==> config.mk <==
export PLATFORM = sky130hd
export DESIGN_NAME = fsr_host
export DESIGN_NICKNAME = d
export VERILOG_FILES = /design/src/fsr_pkg.sv /design/src/fsr_cyc_if.sv /design/src/fsr_cycle.sv /design/src/fsr_host.sv
export SDC_FILE = /design/constraint.sdc
export NUM_CORES = 1
export LEC_CHECK = 0
export BUFFER_PORTS_ARGS = -buffer_cell sky130_fd_sc_hd__buf_2
export CELL_PAD_IN_SITES_DETAIL_PLACEMENT = 2
export CELL_PAD_IN_SITES_GLOBAL_PLACEMENT = 2
export CORE_MARGIN = 10
export CORE_UTILIZATION = 33
export CTS_CLUSTER_DIAMETER = 100
export DETAILED_ROUTE_END_ITERATION = 7
export GPL_TIMING_DRIVEN = 0
export PLACE_DENSITY = 0.89
export SETUP_SLACK_MARGIN = 0.4
export SLEW_MARGIN = 20
export SYNTH_ARGS = -nofsm -noshare
export SYNTH_HDL_FRONTEND = slang
export SYNTH_SLANG_ARGS = --single-unit
==> constraint.sdc <==
create_clock -name clk -period 4.5 [get_ports clk]
set_clock_uncertainty 0.15 [all_clocks]
set_input_delay 0.9 -clock clk [delete_from_list [all_inputs] [get_ports clk]]
set_output_delay 0.9 -clock clk [all_outputs]
set_load 0.02 [all_outputs]
==> src/fsr_pkg.sv <==
// Shared constants and types for the flash status host
package fsr_pkg;
  // ----------------------------------------
  // Timing
  // ----------------------------------------
  localparam int CLK_NS      = 10;
  localparam int T_ACC_NS    = 110;
  localparam int T_WP_NS     = 35;
  localparam int T_GAP_NS    = 35;
  localparam int T_AS_NS     = 10;
  localparam int SYNC_CYC    = 2;
  localparam int ACC_CYC     = (T_ACC_NS + CLK_NS - 1) / CLK_NS + SYNC_CYC;
  localparam int WP_CYC      = (T_WP_NS + CLK_NS - 1) / CLK_NS;
  localparam int GAP_CYC     = (T_GAP_NS + CLK_NS - 1) / CLK_NS;
  localparam int AS_CYC      = (T_AS_NS + CLK_NS - 1) / CLK_NS;
  localparam int CNT_W       = 5;
  // ----------------------------------------
  // Bus widths and command codes
  // ----------------------------------------
  localparam int ADDR_W      = 26;
  localparam int DATA_W      = 16;
  localparam logic [25:0] UNLOCK_ADDR  = 26'h000_0555;
  localparam logic [15:0] CMD_SR_READ  = 16'h0070;
  localparam logic [15:0] CMD_SR_CLEAR = 16'h0071;
  localparam logic [15:0] CMD_RESET    = 16'h00F0;
  localparam logic [15:0] CMD_P_SUSP   = 16'h0051;
  localparam logic [15:0] CMD_P_RESUME = 16'h0050;
  localparam logic [15:0] CMD_E_SUSP   = 16'h00B0;
  localparam logic [15:0] CMD_E_RESUME = 16'h0030;
  // ----------------------------------------
  // Status register and polling word fields
  // ----------------------------------------
  localparam int SR_READY     = 7;
  localparam int SR_ESUSP     = 6;
  localparam int SR_ERESULT   = 5;
  localparam int SR_PRESULT   = 4;
  localparam int SR_ABORT     = 3;
  localparam int SR_PSUSP     = 2;
  localparam int SR_LOCKED    = 1;
  localparam logic [15:0] SR_KEEP   = 16'h00FF;
  localparam logic [15:0] POLL_KEEP = 16'h00EE;
  localparam int PL_POLARITY  = 7;
  localparam int PL_TOGGLE1   = 6;
  localparam int PL_TIMEOUT   = 5;
  localparam int PL_WINDOW    = 3;
  localparam int PL_TOGGLE2   = 2;
  localparam logic [15:0] SR_RESET  = 16'h0080;

  typedef enum logic [2:0] {
    FSR_OP_STATUS,
    FSR_OP_CLEAR,
    FSR_OP_RESET,
    FSR_OP_PSUSP,
    FSR_OP_PRESUME,
    FSR_OP_ESUSP,
    FSR_OP_ERESUME,
    FSR_OP_POLL
  } fsr_op_t;
endpackage : fsr_pkg

==> src/fsr_cyc_if.sv <==
// Single bus cycle request channel between sequencer and pin engine
`timescale 1ns/1ps
interface fsr_cyc_if;
  logic        req;
  logic        wr;
  logic [25:0] addr;
  logic [15:0] wdata;
  logic        ack;
  logic [15:0] rdata;
  modport ctl (output req, output wr, output addr, output wdata, input ack, input rdata);
  modport eng (input req, input wr, input addr, input wdata, output ack, output rdata);
endinterface : fsr_cyc_if

==> src/fsr_cycle.sv <==
// Pin engine: one asynchronous read or write cycle on the flash pins
`timescale 1ns/1ps
module fsr_cycle (
  // Clock and reset
  input  wire logic  clk,
  input  wire logic  rst_n,
  // Cycle channel
  fsr_cyc_if.eng     cyc,
  // Flash pins
  output logic       flash_ce_n,
  output logic       flash_oe_n,
  output logic       flash_we_n,
  output logic [25:0] flash_addr,
  input  wire logic [15:0] dq_i,
  output logic [15:0] dq_o,
  output logic       dq_oe
);
  typedef enum logic [1:0] {E_IDLE, E_SETUP, E_STROBE, E_GAP} fsr_eng_t;
  fsr_eng_t                  st_q;
  logic [fsr_pkg::CNT_W-1:0] cnt_q;
  logic [15:0]               dq_s1_q;
  logic [15:0]               dq_s2_q;
  logic                      wr_q;

  // ----------------------------------------
  // Input synchroniser
  // ----------------------------------------
  always_ff @(posedge clk) begin
    dq_s1_q <= dq_i;
    dq_s2_q <= dq_s1_q;
  end

  // ----------------------------------------
  // Cycle sequencing
  // ----------------------------------------
  // CE and OE both rise between reads so each read counts as a new toggle cycle
  always_ff @(posedge clk) begin
    cyc.ack <= 1'b0;
    if (!rst_n) begin
      st_q       <= E_IDLE;
      cnt_q      <= '0;
      wr_q       <= 1'b0;
      flash_ce_n <= 1'b1;
      flash_oe_n <= 1'b1;
      flash_we_n <= 1'b1;
      flash_addr <= '0;
      dq_o       <= '0;
      dq_oe      <= 1'b0;
      cyc.rdata  <= '0;
    end else begin
      case (st_q)
        E_IDLE: begin
          if (cyc.req) begin
            wr_q       <= cyc.wr;
            flash_addr <= cyc.addr;
            dq_o       <= cyc.wdata;
            dq_oe      <= cyc.wr;
            flash_ce_n <= 1'b0;
            cnt_q      <= fsr_pkg::CNT_W'(fsr_pkg::AS_CYC - 1);
            st_q       <= E_SETUP;
          end
        end
        E_SETUP: begin
          if (cnt_q == '0) begin
            flash_we_n <= ~wr_q;
            flash_oe_n <= wr_q;
            cnt_q      <= wr_q ? fsr_pkg::CNT_W'(fsr_pkg::WP_CYC - 1)
                               : fsr_pkg::CNT_W'(fsr_pkg::ACC_CYC - 1);
            st_q       <= E_STROBE;
          end else begin
            cnt_q <= cnt_q - 1'b1;
          end
        end
        E_STROBE: begin
          if (cnt_q == '0) begin
            cyc.rdata  <= dq_s2_q;
            flash_we_n <= 1'b1;
            flash_oe_n <= 1'b1;
            flash_ce_n <= 1'b1;
            cnt_q      <= fsr_pkg::CNT_W'(fsr_pkg::GAP_CYC - 1);
            st_q       <= E_GAP;
          end else begin
            cnt_q <= cnt_q - 1'b1;
          end
        end
        E_GAP: begin
          dq_oe <= 1'b0;
          if (cnt_q == '0) begin
            cyc.ack <= 1'b1;
            st_q    <= E_IDLE;
          end else begin
            cnt_q <= cnt_q - 1'b1;
          end
        end
        default: st_q <= E_IDLE;
      endcase
    end
  end
endmodule : fsr_cycle

==> src/fsr_host.sv <==
// Host controller that commands the flash and reads its status
//
// What the document says about the device and this block
// Device reset returns all status bits to defined values; host loads those values into its copy too.
// Clear-status and reset commands zero erase, program, abort and lock flags.
// Status bits 15 to 8 are reserved; host masks them.
// Ready flag bit 7 reads one when no algorithm runs.
// Bits 6 to 1 mean something only while ready; host ignores them otherwise.
// After any suspend, host reads status until ready before anything else.
// Resume commands clear the matching suspended flag.
// Programs into erase-suspended sectors are dropped silently by the device.
// Erase and program result flags describe only the latest operation.
// Locked-sector flag marks latest operation failing on a protected sector.
// While busy every read returns one polling status word.
// Polling bits 15 to 8, 4 and 0 are undefined; host masks them.
// In byte mode the device ignores address line one for polling.
// Polarity bit shows inverse of written bit 7 until program completes.
// Polarity bit only valid at last buffer word; host polls that address.
// Protected target shows activity briefly, then array reads resume.
// Polarity bit reads 0 during erase, 1 when done or suspended.
// Host reads erase polarity at an address inside an erasing sector.
// After true data appears, host reads once more for the full word.
// First toggle bit inverts per read while busy; stops on completion.
// Erase-window bit 0 while more sector erases accepted, 1 afterwards.
// Erase window restarts per extra sector erase; not for chip erase.
// Second toggle bit inverts on reads inside sectors selected for erase.
// Status bit map: ready 7 down to continuity 0.
// Timeout bit set marks the operation failed after too many pulses.
`timescale 1ns/1ps
module fsr_host (
  // Clock and reset
  input  wire logic            clk,
  input  wire logic            rst_n,
  // User command port
  input  wire logic            cmd_valid,
  output logic                 cmd_ready,
  input  fsr_pkg::fsr_op_t     cmd_op,
  input  wire logic [25:0]     cmd_addr,
  input  wire logic [15:0]     cmd_data,
  // User result port
  output logic                 done,
  output logic                 st_valid,
  output logic                 st_ready,
  output logic [6:1]           st_flags,
  output logic                 poll_toggling,
  output logic                 poll_toggle2,
  output logic                 poll_polarity,
  output logic                 poll_window,
  output logic                 poll_fail,
  output logic [15:0]          rd_data,
  // Flash pins
  output logic                 flash_ce_n,
  output logic                 flash_oe_n,
  output logic                 flash_we_n,
  output logic [25:0]          flash_addr,
  input  wire logic [15:0]     dq_i,
  output logic [15:0]          dq_o,
  output logic                 dq_oe
);
  typedef enum logic [2:0] {
    S_IDLE, S_WRCMD, S_SRCMD, S_SRRD, S_POLL1, S_POLL2, S_FINAL, S_DONE
  } fsr_state_t;

  fsr_state_t        st_q;
  fsr_pkg::fsr_op_t  op_q;
  logic [25:0]       addr_q;
  logic [15:0]       data_q;
  logic [15:0]       first_q;
  logic              tmo_seen_q;
  logic [15:0]       cmd_code;
  logic              susp_op;
  logic [15:0]       sr_word;
  logic [15:0]       pl_word;

  fsr_cyc_if cyc ();

  fsr_cycle u_cycle (
    .clk        (clk),
    .rst_n      (rst_n),
    .cyc        (cyc),
    .flash_ce_n (flash_ce_n),
    .flash_oe_n (flash_oe_n),
    .flash_we_n (flash_we_n),
    .flash_addr (flash_addr),
    .dq_i       (dq_i),
    .dq_o       (dq_o),
    .dq_oe      (dq_oe)
  );

  // ----------------------------------------
  // Command decode
  // ----------------------------------------
  always_comb begin
    case (op_q)
      fsr_pkg::FSR_OP_CLEAR:   cmd_code = fsr_pkg::CMD_SR_CLEAR;
      fsr_pkg::FSR_OP_RESET:   cmd_code = fsr_pkg::CMD_RESET;
      fsr_pkg::FSR_OP_PSUSP:   cmd_code = fsr_pkg::CMD_P_SUSP;
      fsr_pkg::FSR_OP_PRESUME: cmd_code = fsr_pkg::CMD_P_RESUME;
      fsr_pkg::FSR_OP_ESUSP:   cmd_code = fsr_pkg::CMD_E_SUSP;
      fsr_pkg::FSR_OP_ERESUME: cmd_code = fsr_pkg::CMD_E_RESUME;
      default:                 cmd_code = fsr_pkg::CMD_SR_READ;
    endcase
  end

  assign susp_op = (op_q == fsr_pkg::FSR_OP_PSUSP) || (op_q == fsr_pkg::FSR_OP_ESUSP);
  assign sr_word = cyc.rdata & fsr_pkg::SR_KEEP;
  assign pl_word = cyc.rdata & fsr_pkg::POLL_KEEP;

  // ----------------------------------------
  // Cycle requests
  // ----------------------------------------
  always_comb begin
    cyc.req   = 1'b0;
    cyc.wr    = 1'b0;
    cyc.addr  = addr_q;
    cyc.wdata = '0;
    case (st_q)
      // Request drops while ack stands, else the engine starts a second write
      S_WRCMD: begin
        cyc.req   = ~cyc.ack;
        cyc.wr    = 1'b1;
        cyc.addr  = fsr_pkg::UNLOCK_ADDR;
        cyc.wdata = cmd_code;
      end
      S_SRCMD: begin
        cyc.req   = ~cyc.ack;
        cyc.wr    = 1'b1;
        cyc.addr  = fsr_pkg::UNLOCK_ADDR;
        cyc.wdata = fsr_pkg::CMD_SR_READ;
      end
      // Caller supplies last buffer word or an address in the erasing sector
      S_SRRD, S_POLL1, S_POLL2, S_FINAL: cyc.req = ~cyc.ack;
      default: cyc.req = 1'b0;
    endcase
  end

  assign cmd_ready = (st_q == S_IDLE);
  assign done      = (st_q == S_DONE);

  // ----------------------------------------
  // Sequencer
  // ----------------------------------------
  always_ff @(posedge clk) begin
    if (!rst_n) begin
      st_q       <= S_IDLE;
      op_q       <= fsr_pkg::FSR_OP_STATUS;
      addr_q     <= '0;
      data_q     <= '0;
      first_q    <= '0;
      tmo_seen_q <= 1'b0;
    end else begin
      case (st_q)
        S_IDLE: begin
          if (cmd_valid) begin
            op_q       <= cmd_op;
            addr_q     <= cmd_addr;
            data_q     <= cmd_data;
            tmo_seen_q <= 1'b0;
            if (cmd_op == fsr_pkg::FSR_OP_STATUS) begin
              st_q <= S_SRCMD;
            end else if (cmd_op == fsr_pkg::FSR_OP_POLL) begin
              st_q <= S_POLL1;
            end else begin
              st_q <= S_WRCMD;
            end
          end
        end
        S_WRCMD: if (cyc.ack) st_q <= susp_op ? S_SRCMD : S_DONE;
        S_SRCMD: if (cyc.ack) st_q <= S_SRRD;
        S_SRRD: begin
          if (cyc.ack) begin
            // Suspend is not finished until the ready flag is seen
            st_q <= (susp_op && !sr_word[fsr_pkg::SR_READY]) ? S_SRCMD : S_DONE;
          end
        end
        S_POLL1: begin
          if (cyc.ack) begin
            first_q <= pl_word;
            st_q    <= S_POLL2;
          end
        end
        S_POLL2: begin
          if (cyc.ack) begin
            if (pl_word[fsr_pkg::PL_TOGGLE1] == first_q[fsr_pkg::PL_TOGGLE1]) begin
              st_q <= S_FINAL;
            end else if (pl_word[fsr_pkg::PL_TIMEOUT]) begin
              // Toggle may stop just as timeout rises, so look once more
              tmo_seen_q <= 1'b1;
              st_q       <= tmo_seen_q ? S_DONE : S_POLL1;
            end else begin
              st_q <= S_POLL1;
            end
          end
        end
        S_FINAL: if (cyc.ack) st_q <= S_DONE;
        S_DONE:  st_q <= S_IDLE;
        default: st_q <= S_IDLE;
      endcase
    end
  end

  // ----------------------------------------
  // Status results
  // ----------------------------------------
  always_ff @(posedge clk) begin
    if (!rst_n) begin
      st_valid <= 1'b0;
      st_ready <= fsr_pkg::SR_RESET[fsr_pkg::SR_READY];
      st_flags <= fsr_pkg::SR_RESET[6:1];
    end else if (st_q == S_SRRD && cyc.ack) begin
      st_valid <= 1'b1;
      st_ready <= sr_word[fsr_pkg::SR_READY];
      st_flags <= sr_word[fsr_pkg::SR_READY] ? sr_word[6:1] : 6'h00;
    end else if (st_q == S_WRCMD && cyc.ack && !susp_op) begin
      // Local copy follows the flags the command is known to clear
      st_valid <= 1'b0;
      if (op_q == fsr_pkg::FSR_OP_CLEAR || op_q == fsr_pkg::FSR_OP_RESET) begin
        st_flags[fsr_pkg::SR_ERESULT] <= 1'b0;
        st_flags[fsr_pkg::SR_PRESULT] <= 1'b0;
        st_flags[fsr_pkg::SR_ABORT]   <= 1'b0;
        st_flags[fsr_pkg::SR_LOCKED]  <= 1'b0;
      end
      if (op_q == fsr_pkg::FSR_OP_PRESUME) st_flags[fsr_pkg::SR_PSUSP] <= 1'b0;
      if (op_q == fsr_pkg::FSR_OP_ERESUME) st_flags[fsr_pkg::SR_ESUSP] <= 1'b0;
    end
  end

  // ----------------------------------------
  // Polling results
  // ----------------------------------------
  always_ff @(posedge clk) begin
    if (!rst_n) begin
      poll_toggling <= 1'b0;
      poll_toggle2  <= 1'b0;
      poll_polarity <= 1'b0;
      poll_window   <= 1'b0;
      poll_fail     <= 1'b0;
      rd_data       <= '0;
    end else begin
      if (st_q == S_POLL2 && cyc.ack) begin
        // Busy reads return the polling word at any address
        poll_toggling <= pl_word[fsr_pkg::PL_TOGGLE1] ^ first_q[fsr_pkg::PL_TOGGLE1];
        poll_toggle2  <= pl_word[fsr_pkg::PL_TOGGLE2] ^ first_q[fsr_pkg::PL_TOGGLE2];
        poll_polarity <= pl_word[fsr_pkg::PL_POLARITY] == data_q[7];
        poll_window   <= pl_word[fsr_pkg::PL_WINDOW];
        poll_fail     <= tmo_seen_q & pl_word[fsr_pkg::PL_TIMEOUT];
      end
      if (st_q == S_FINAL && cyc.ack) begin
        rd_data <= cyc.rdata;
      end
    end
  end
endmodule : fsr_host

==> results of run 1 <==
==> through the flow <==
step	cell area [um2]	instances	hold WS [ns]	setup slack, ns
after floorplan	5913	699	0.1596	2.435
after detailed placement	6765	1038	0.1632	1.687
final	7358	1072	0.1768	1.808
after global placement	6765	1038	0.1610	1.754
after CTS	7353	1070	0.1783	1.822
after global routing	7358	1072	0.1863	1.736
==> power by group <==
part	switching, mW	total (mW)	internal (mW)
registers	0.118	1.66	1.54
clock network	0.633	1.46	0.832
logic	0.891	1.30	0.406
total	1.64	4.42	2.78
==> registers in the layout (all words and copies together) (netlist names), 2 cells and up <==
| signal | flops |
|---|---|
| u_cycle.dq_s2_q | 16 |
| u_cycle.st_q | 2 |
| rd_data | 16 |
| op_q | 3 |
| st_flags | 6 |
| addr_q | 26 |
| u_cycle.cyc.rdata | 16 |
| u_cycle.dq_s1_q | 16 |
| st_q | 3 |
| u_cycle.cnt_q | 5 |
| first_q | 2 |
| u_cycle.dq_o | 5 |
| u_cycle.flash_addr | 26 |
==> worst paths after layout <==
check	from	end	slack, ns	cells past startpoint
setup / recovery	st_q[2]$_SDFFE_PN0P_	done	1.81	4
hold / removal	u_cycle.dq_s1_q[3]$_DFF_P_	u_cycle.dq_s2_q[3]$_DFF_P_	0.18	0
setup reg to reg	u_cycle.st_q[1]$_SDFFE_PN0P_	u_cycle.dq_o[7]$_SDFFE_PN0P_	2.10	8
hold reg to reg	u_cycle.dq_s1_q[3]$_DFF_P_	u_cycle.dq_s2_q[3]$_DFF_P_	0.18	0
==> cells by family (layout without fill, tap and decap cells) <==
group	count (synthesis)	after routing	share of synthesized area, %
AND/OR/NAND/NOR	278	278	21.15
adder cells (fa/ha/maj)	7	7	1.491
flip-flops	156	156	53.15
AO/OA/AOI/OAI	162	162	15.91
buffers and inverters	75	221	6.686
XOR/XNOR	7	7	1.043
multiplexers	3	3	0.5111
other	1	13	0.06382
==> cell usage after synthesis (all sizes together), types with 3 or more instances <==
master | number | area, um2
nand2 | 167 | 626.9
dfxtp | 156 | 3123
a21oi | 109 | 556.8
buf | 35 | 241.5
nor2 | 29 | 108.9
clkbuf | 28 | 106.4
nand3 | 28 | 145.1
o21ai | 22 | 113.9
nor3 | 20 | 100.1
inv | 11 | 41.29
ha | 7 | 87.58
and2 | 5 | 31.28
o31ai | 5 | 42.54
nand2b | 4 | 25.02
o211ai | 4 | 35.03
xor2 | 4 | 35.03
a31oi | 3 | 18.77
and3 | 3 | 18.77
mux2i | 3 | 30.03
nand3b | 3 | 22.52
nor2b | 3 | 18.77
xnor2 | 3 | 26.28
==> per-layer routing <==
layer  wire length (um)  GRT usage (%)
met5                  0              0
met4                447          6.658
met3               1295          5.247
met2              11160          32.18
met1               9305          21.01
==> cell type report <==
type | count | area, um2
fillers | 1948 | 9998
flip-flops and latches | 156 | 3123
multi-input cells | 468 | 2397
repair buffers | 114 | 570.5
clock buffers | 19 | 432.9
plain buffers | 63 | 347.8
well taps | 225 | 281.5
clock inverters | 13 | 155.1
inverters | 12 | 45.04
diodes | 2 | 5.005
==> flow_summary.json, run 1 <==
{
  "p_total_mw": 4.420,
  "dp_hpwl_mm": 15.22,
  "cts_tree": "built",
  "core_um2": 17360,
  "clkTransAtPathRegs_ns": 0.06,
  "viasPerCell": 5.107,
  "wirelength_mm": 22.20,
  "hold_viol": 0,
  "yosys_warnings": 0,
  "hold_class": "flop to flop",
  "vias": 5475,
  "drt_iter0_drc": 178,
  "ys_types": 59,
  "cts_sinks": 156,
  "start_util_pct": 33.85,
  "wl_per_cell_um": 20.71,
  "synth-edff-count": 0,
  "cts-root-buf": "clkbuf_16",
  "synthArstFlopShare_pct": 0,
  "grt_max_degree": 17,
  "numCtsBuffers": 17,
  "fin_crit_ns": 2.692,
  "crit_fanout": 10,
  "arrival_ns": 1.64,
  "grt-ovfl-total": 0,
  "yosysSeqAreaShare_pct": 53.15,
  "maxSlewViolCount": 0,
  "antenna_left": 0,
  "worst-endpoint-required_ns": 3.45,
  "synth_ff_type": "dfxtp_1",
  "cts.path.max_buffers": 2,
  "gp_congestion": 0.8314,
  "port_buffers": 114,
  "crit_slowest_cell": "dfxtp_1",
  "slowest_delay_ns": 0.45,
  "worst-path-buf-inv": 3,
  "irDropWorstVdd_v": 0.0003181,
  "firstDrtPassIters": 4,
  "clock_latency_ns": 0.43,
  "grt_setup_unrepaired": "no",
  "remaining_drc_errors": 0,
  "die_h_um": 153.4,
  "start_kind": "flop",
  "syn-mean-instance-area_um2": 8.528,
  "areaGrowthSynthToFinish_pct": 25.23,
  "path_cells": "buf_2 -> nand3_2 -> inv_1 -> buf_2",
  "tightest_slew_ns": 0.8257,
  "timing.final.crit_share_pct": 59.82,
  "drive_above_1_share_pct": 22.84,
  "postLayoutCoreUtil_pct": 42.39,
  "htreeDepth": 4,
  "p_per_area_nw_per_um2": 600.7,
  "io_pins": 141,
  "syn_area_um2": 5876,
  "path_delay_family": "buffers and inverters",
  "postCtsHoldBufs": 0,
  "grtUsageTotal_pct": 18.46,
  "cts_setup_buffers": 0,
  "die_x_um": 153.4,
  "outcome": "finished clean",
  "antenna_found_initial": 2,
  "drv_cap": 0,
  "setup_viol": 0,
  "final_cell_mix": "nand2_1, dfxtp_1, buf_2",
  "fmax_mhz": 371.5,
  "crit_path_frequent_cell": "buf_2",
  "ctsResizeCount": 0,
  "num_rows": 48,
  "grt_first_pass_wirelength_mm": 34.98,
  "die_area_um2": 23540,
  "synth_seq_cells": 156,
  "slew_headroom_pct": 44.96,
  "nNetsFinal": 903,
  "end_kind": "primary output",
  "tns_ns": 0,
  "path_class": "flop to primary output",
  "final_common_cell": "nand2_1",
  "syn_inst": 689,
  "grt_pass1_vias": 6198,
  "power_leakage_nw": 2.993
}
(Power assumes the default switching activity.)
==> inputs of run 2 (changes only) <==
- CORE_UTILIZATION: 33 -> 28
- PLACE_DENSITY: 0.89 -> 0.81
- clock period: 4.5 -> 2.39 ns (I/O delays scaled with it)
==> flow_summary.json, run 2 (synthesis gave the netlist of run 1 again) <==
{
  "grt_pass1_vias": 6086,
  "core_um2": 20430,
  "multi_input_area_um2": 2459,
  "vias": 5510,
  "r2r_end": "u_cycle.flash_addr[4]$_SDFFE_PN0P_",
  "wl_per_cell_um": 19.32,
  "p_per_area_nw_per_um2": 1102,
  "grt_max_degree": 17,
  "start_util_pct": 28.76,
  "fin_crit_ns": 2.070,
  "maxSlewViolCount": 0,
  "seq_area_um2": 3131,
  "crit-reg2reg-launch": "u_cycle.st_q[0]$_SDFFE_PN0P_",
  "hold_class": "input port to flop",
  "dp_hpwl_mm": 15.03,
  "irDropWorstVdd_v": 0.0005585,
  "die_x_um": 164.9,
  "hold_ws_ns": 0.1297,
  "layout.cells.non_filler": 1139,
  "grt-ovfl-total": 0,
  "nNetsFinal": 926,
  "p_total_mw": 8.566,
  "clock_latency_ns": 0.44,
  "numCtsBuffers": 17,
  "startpoint": "st_q[0]$_SDFFE_PN0P_",
  "reg_top3": "addr_q x26, u_cycle.flash_addr x26",
  "grt_setup_unrepaired": "yes",
  "cts.path.max_buffers": 2,
  "die_area_um2": 27180,
  "die_h_um": 164.9,
  "arrival_ns": 1.44,
  "crit_path_end": "cmd_ready",
  "gp_congestion": 0.8101,
  "areaGrowthSynthToFinish_pct": 32.30,
  "tns_ns": 0,
  "worst-endpoint-required_ns": 1.76,
  "crit_fanout": 4,
  "grt_first_pass_wirelength_mm": 34.20,
  "place_inst": 1083,
  "slew_headroom_pct": 47.59,
  "grtUsageTotal_pct": 16.18,
  "num_rows": 52,
  "cts-root-buf": "clkbuf_16",
  "power_leakage_nw": 3.165,
  "antenna_left": 0,
  "drive_above_1_share_pct": 26.61,
  "r2r_cells": 8,
  "firstDrtPassIters": 4,
  "setup_viol": 0,
  "tightest_slew_ns": 0.7833,
  "htreeDepth": 4,
  "postLayoutCoreUtil_pct": 38.05,
  "reg2reg_slack_ns": 0.39,
  "path_class": "flop to primary output",
  "final_common_cell": "nand2_1",
  "remaining_drc_errors": 0,
  "drv_cap": 0,
  "fmax_mhz": 483.1,
  "wirelength_mm": 22.00,
  "outcome": "finished clean",
  "timing.final.crit_share_pct": 86.61,
  "filler_cell_count": 2358,
  "drt_iter0_drc": 252,
  "viasPerCell": 4.838,
  "clkTransAtPathRegs_ns": 0.07,
  "cts_tree": "built",
  "end_kind": "primary output",
  "antenna_found_initial": 1,
  "start_kind": "flop",
  "cts_sinks": 156,
  "io_pins": 141,
  "final_cell_mix": "nand2_1, dfxtp_1, buf_2",
  "hold_viol": 0,
  "port_buffers": 114
}
-- run 2: how the worst min path moves through the flow --
stage / slack (ns) / depth (start not counted) / endpoint / startpoint
after floorplan: 0.16 / 0 / u_cycle.dq_s2_q[0]$_DFF_P_ / u_cycle.dq_s1_q[0]$_DFF_P_
after global placement: 0.16 / 0 / u_cycle.dq_s2_q[5]$_DFF_P_ / u_cycle.dq_s1_q[5]$_DFF_P_
after detailed placement: 0.16 / 0 / u_cycle.dq_s2_q[9]$_DFF_P_ / u_cycle.dq_s1_q[9]$_DFF_P_
after CTS: 0.12 / 3 / addr_q[13]$_SDFFE_PN0P_ / cmd_addr[13]
after global routing: 0.13 / 3 / addr_q[13]$_SDFFE_PN0P_ / cmd_addr[13]
final: 0.13 / 3 / addr_q[11]$_SDFFE_PN0P_ / cmd_addr[11]
-- run 2: timing repair --
action | CTS | global route
pin swaps | 1 | 2
endpoints found under the setup margin | 48 | 65
endpoints found under the hold margin | 16 | 0
gates resized for setup | 26 | 38
setup buffers | 4 | 3
hold buffers | 16 | 0
-- run 2: cell type report --
cell class,instances,area share (%)
inverter,12,0.6116
clock inverter,13,1.706
clock buffer,19,5.698
sequential,156,40.27
antenna,1,0.03219
tap,270,4.346
multi-input combinational,468,31.63
timing repair buffer,137,10.40
buffer,63,5.311
-- run 2: metal layers --
layer	track usage, %	routed length [um]
met4	5.757	336
met1	18.75	9100
met2	28.30	11520
met5	0	0
met3	4.008	1051
-- run 2: metrics by stage --
step	cell area (um2)	setup slack, ns
CTS	7662	0.3149
global route	7774	0.2859
global placement	6822	0.06640
finish	7774	0.3200
floorplan	5913	0.6367
detailed placement	6822	0.03879
-- run 2: power breakdown --
| group | internal [mW] | switching [mW] |
|---|---|---|
| Clock | 1.49 | 1.20 |
| Sequential | 2.91 | 0.214 |
| Combinational | 0.996 | 1.76 |
-- run 2: worst max-delay path, stage by stage, from the launching register on --
cell,delay (ns)
dfxtp_2,0.32
buf_6,0.12
or3_4,0.36
inv_4,0.08
buf_6,0.13
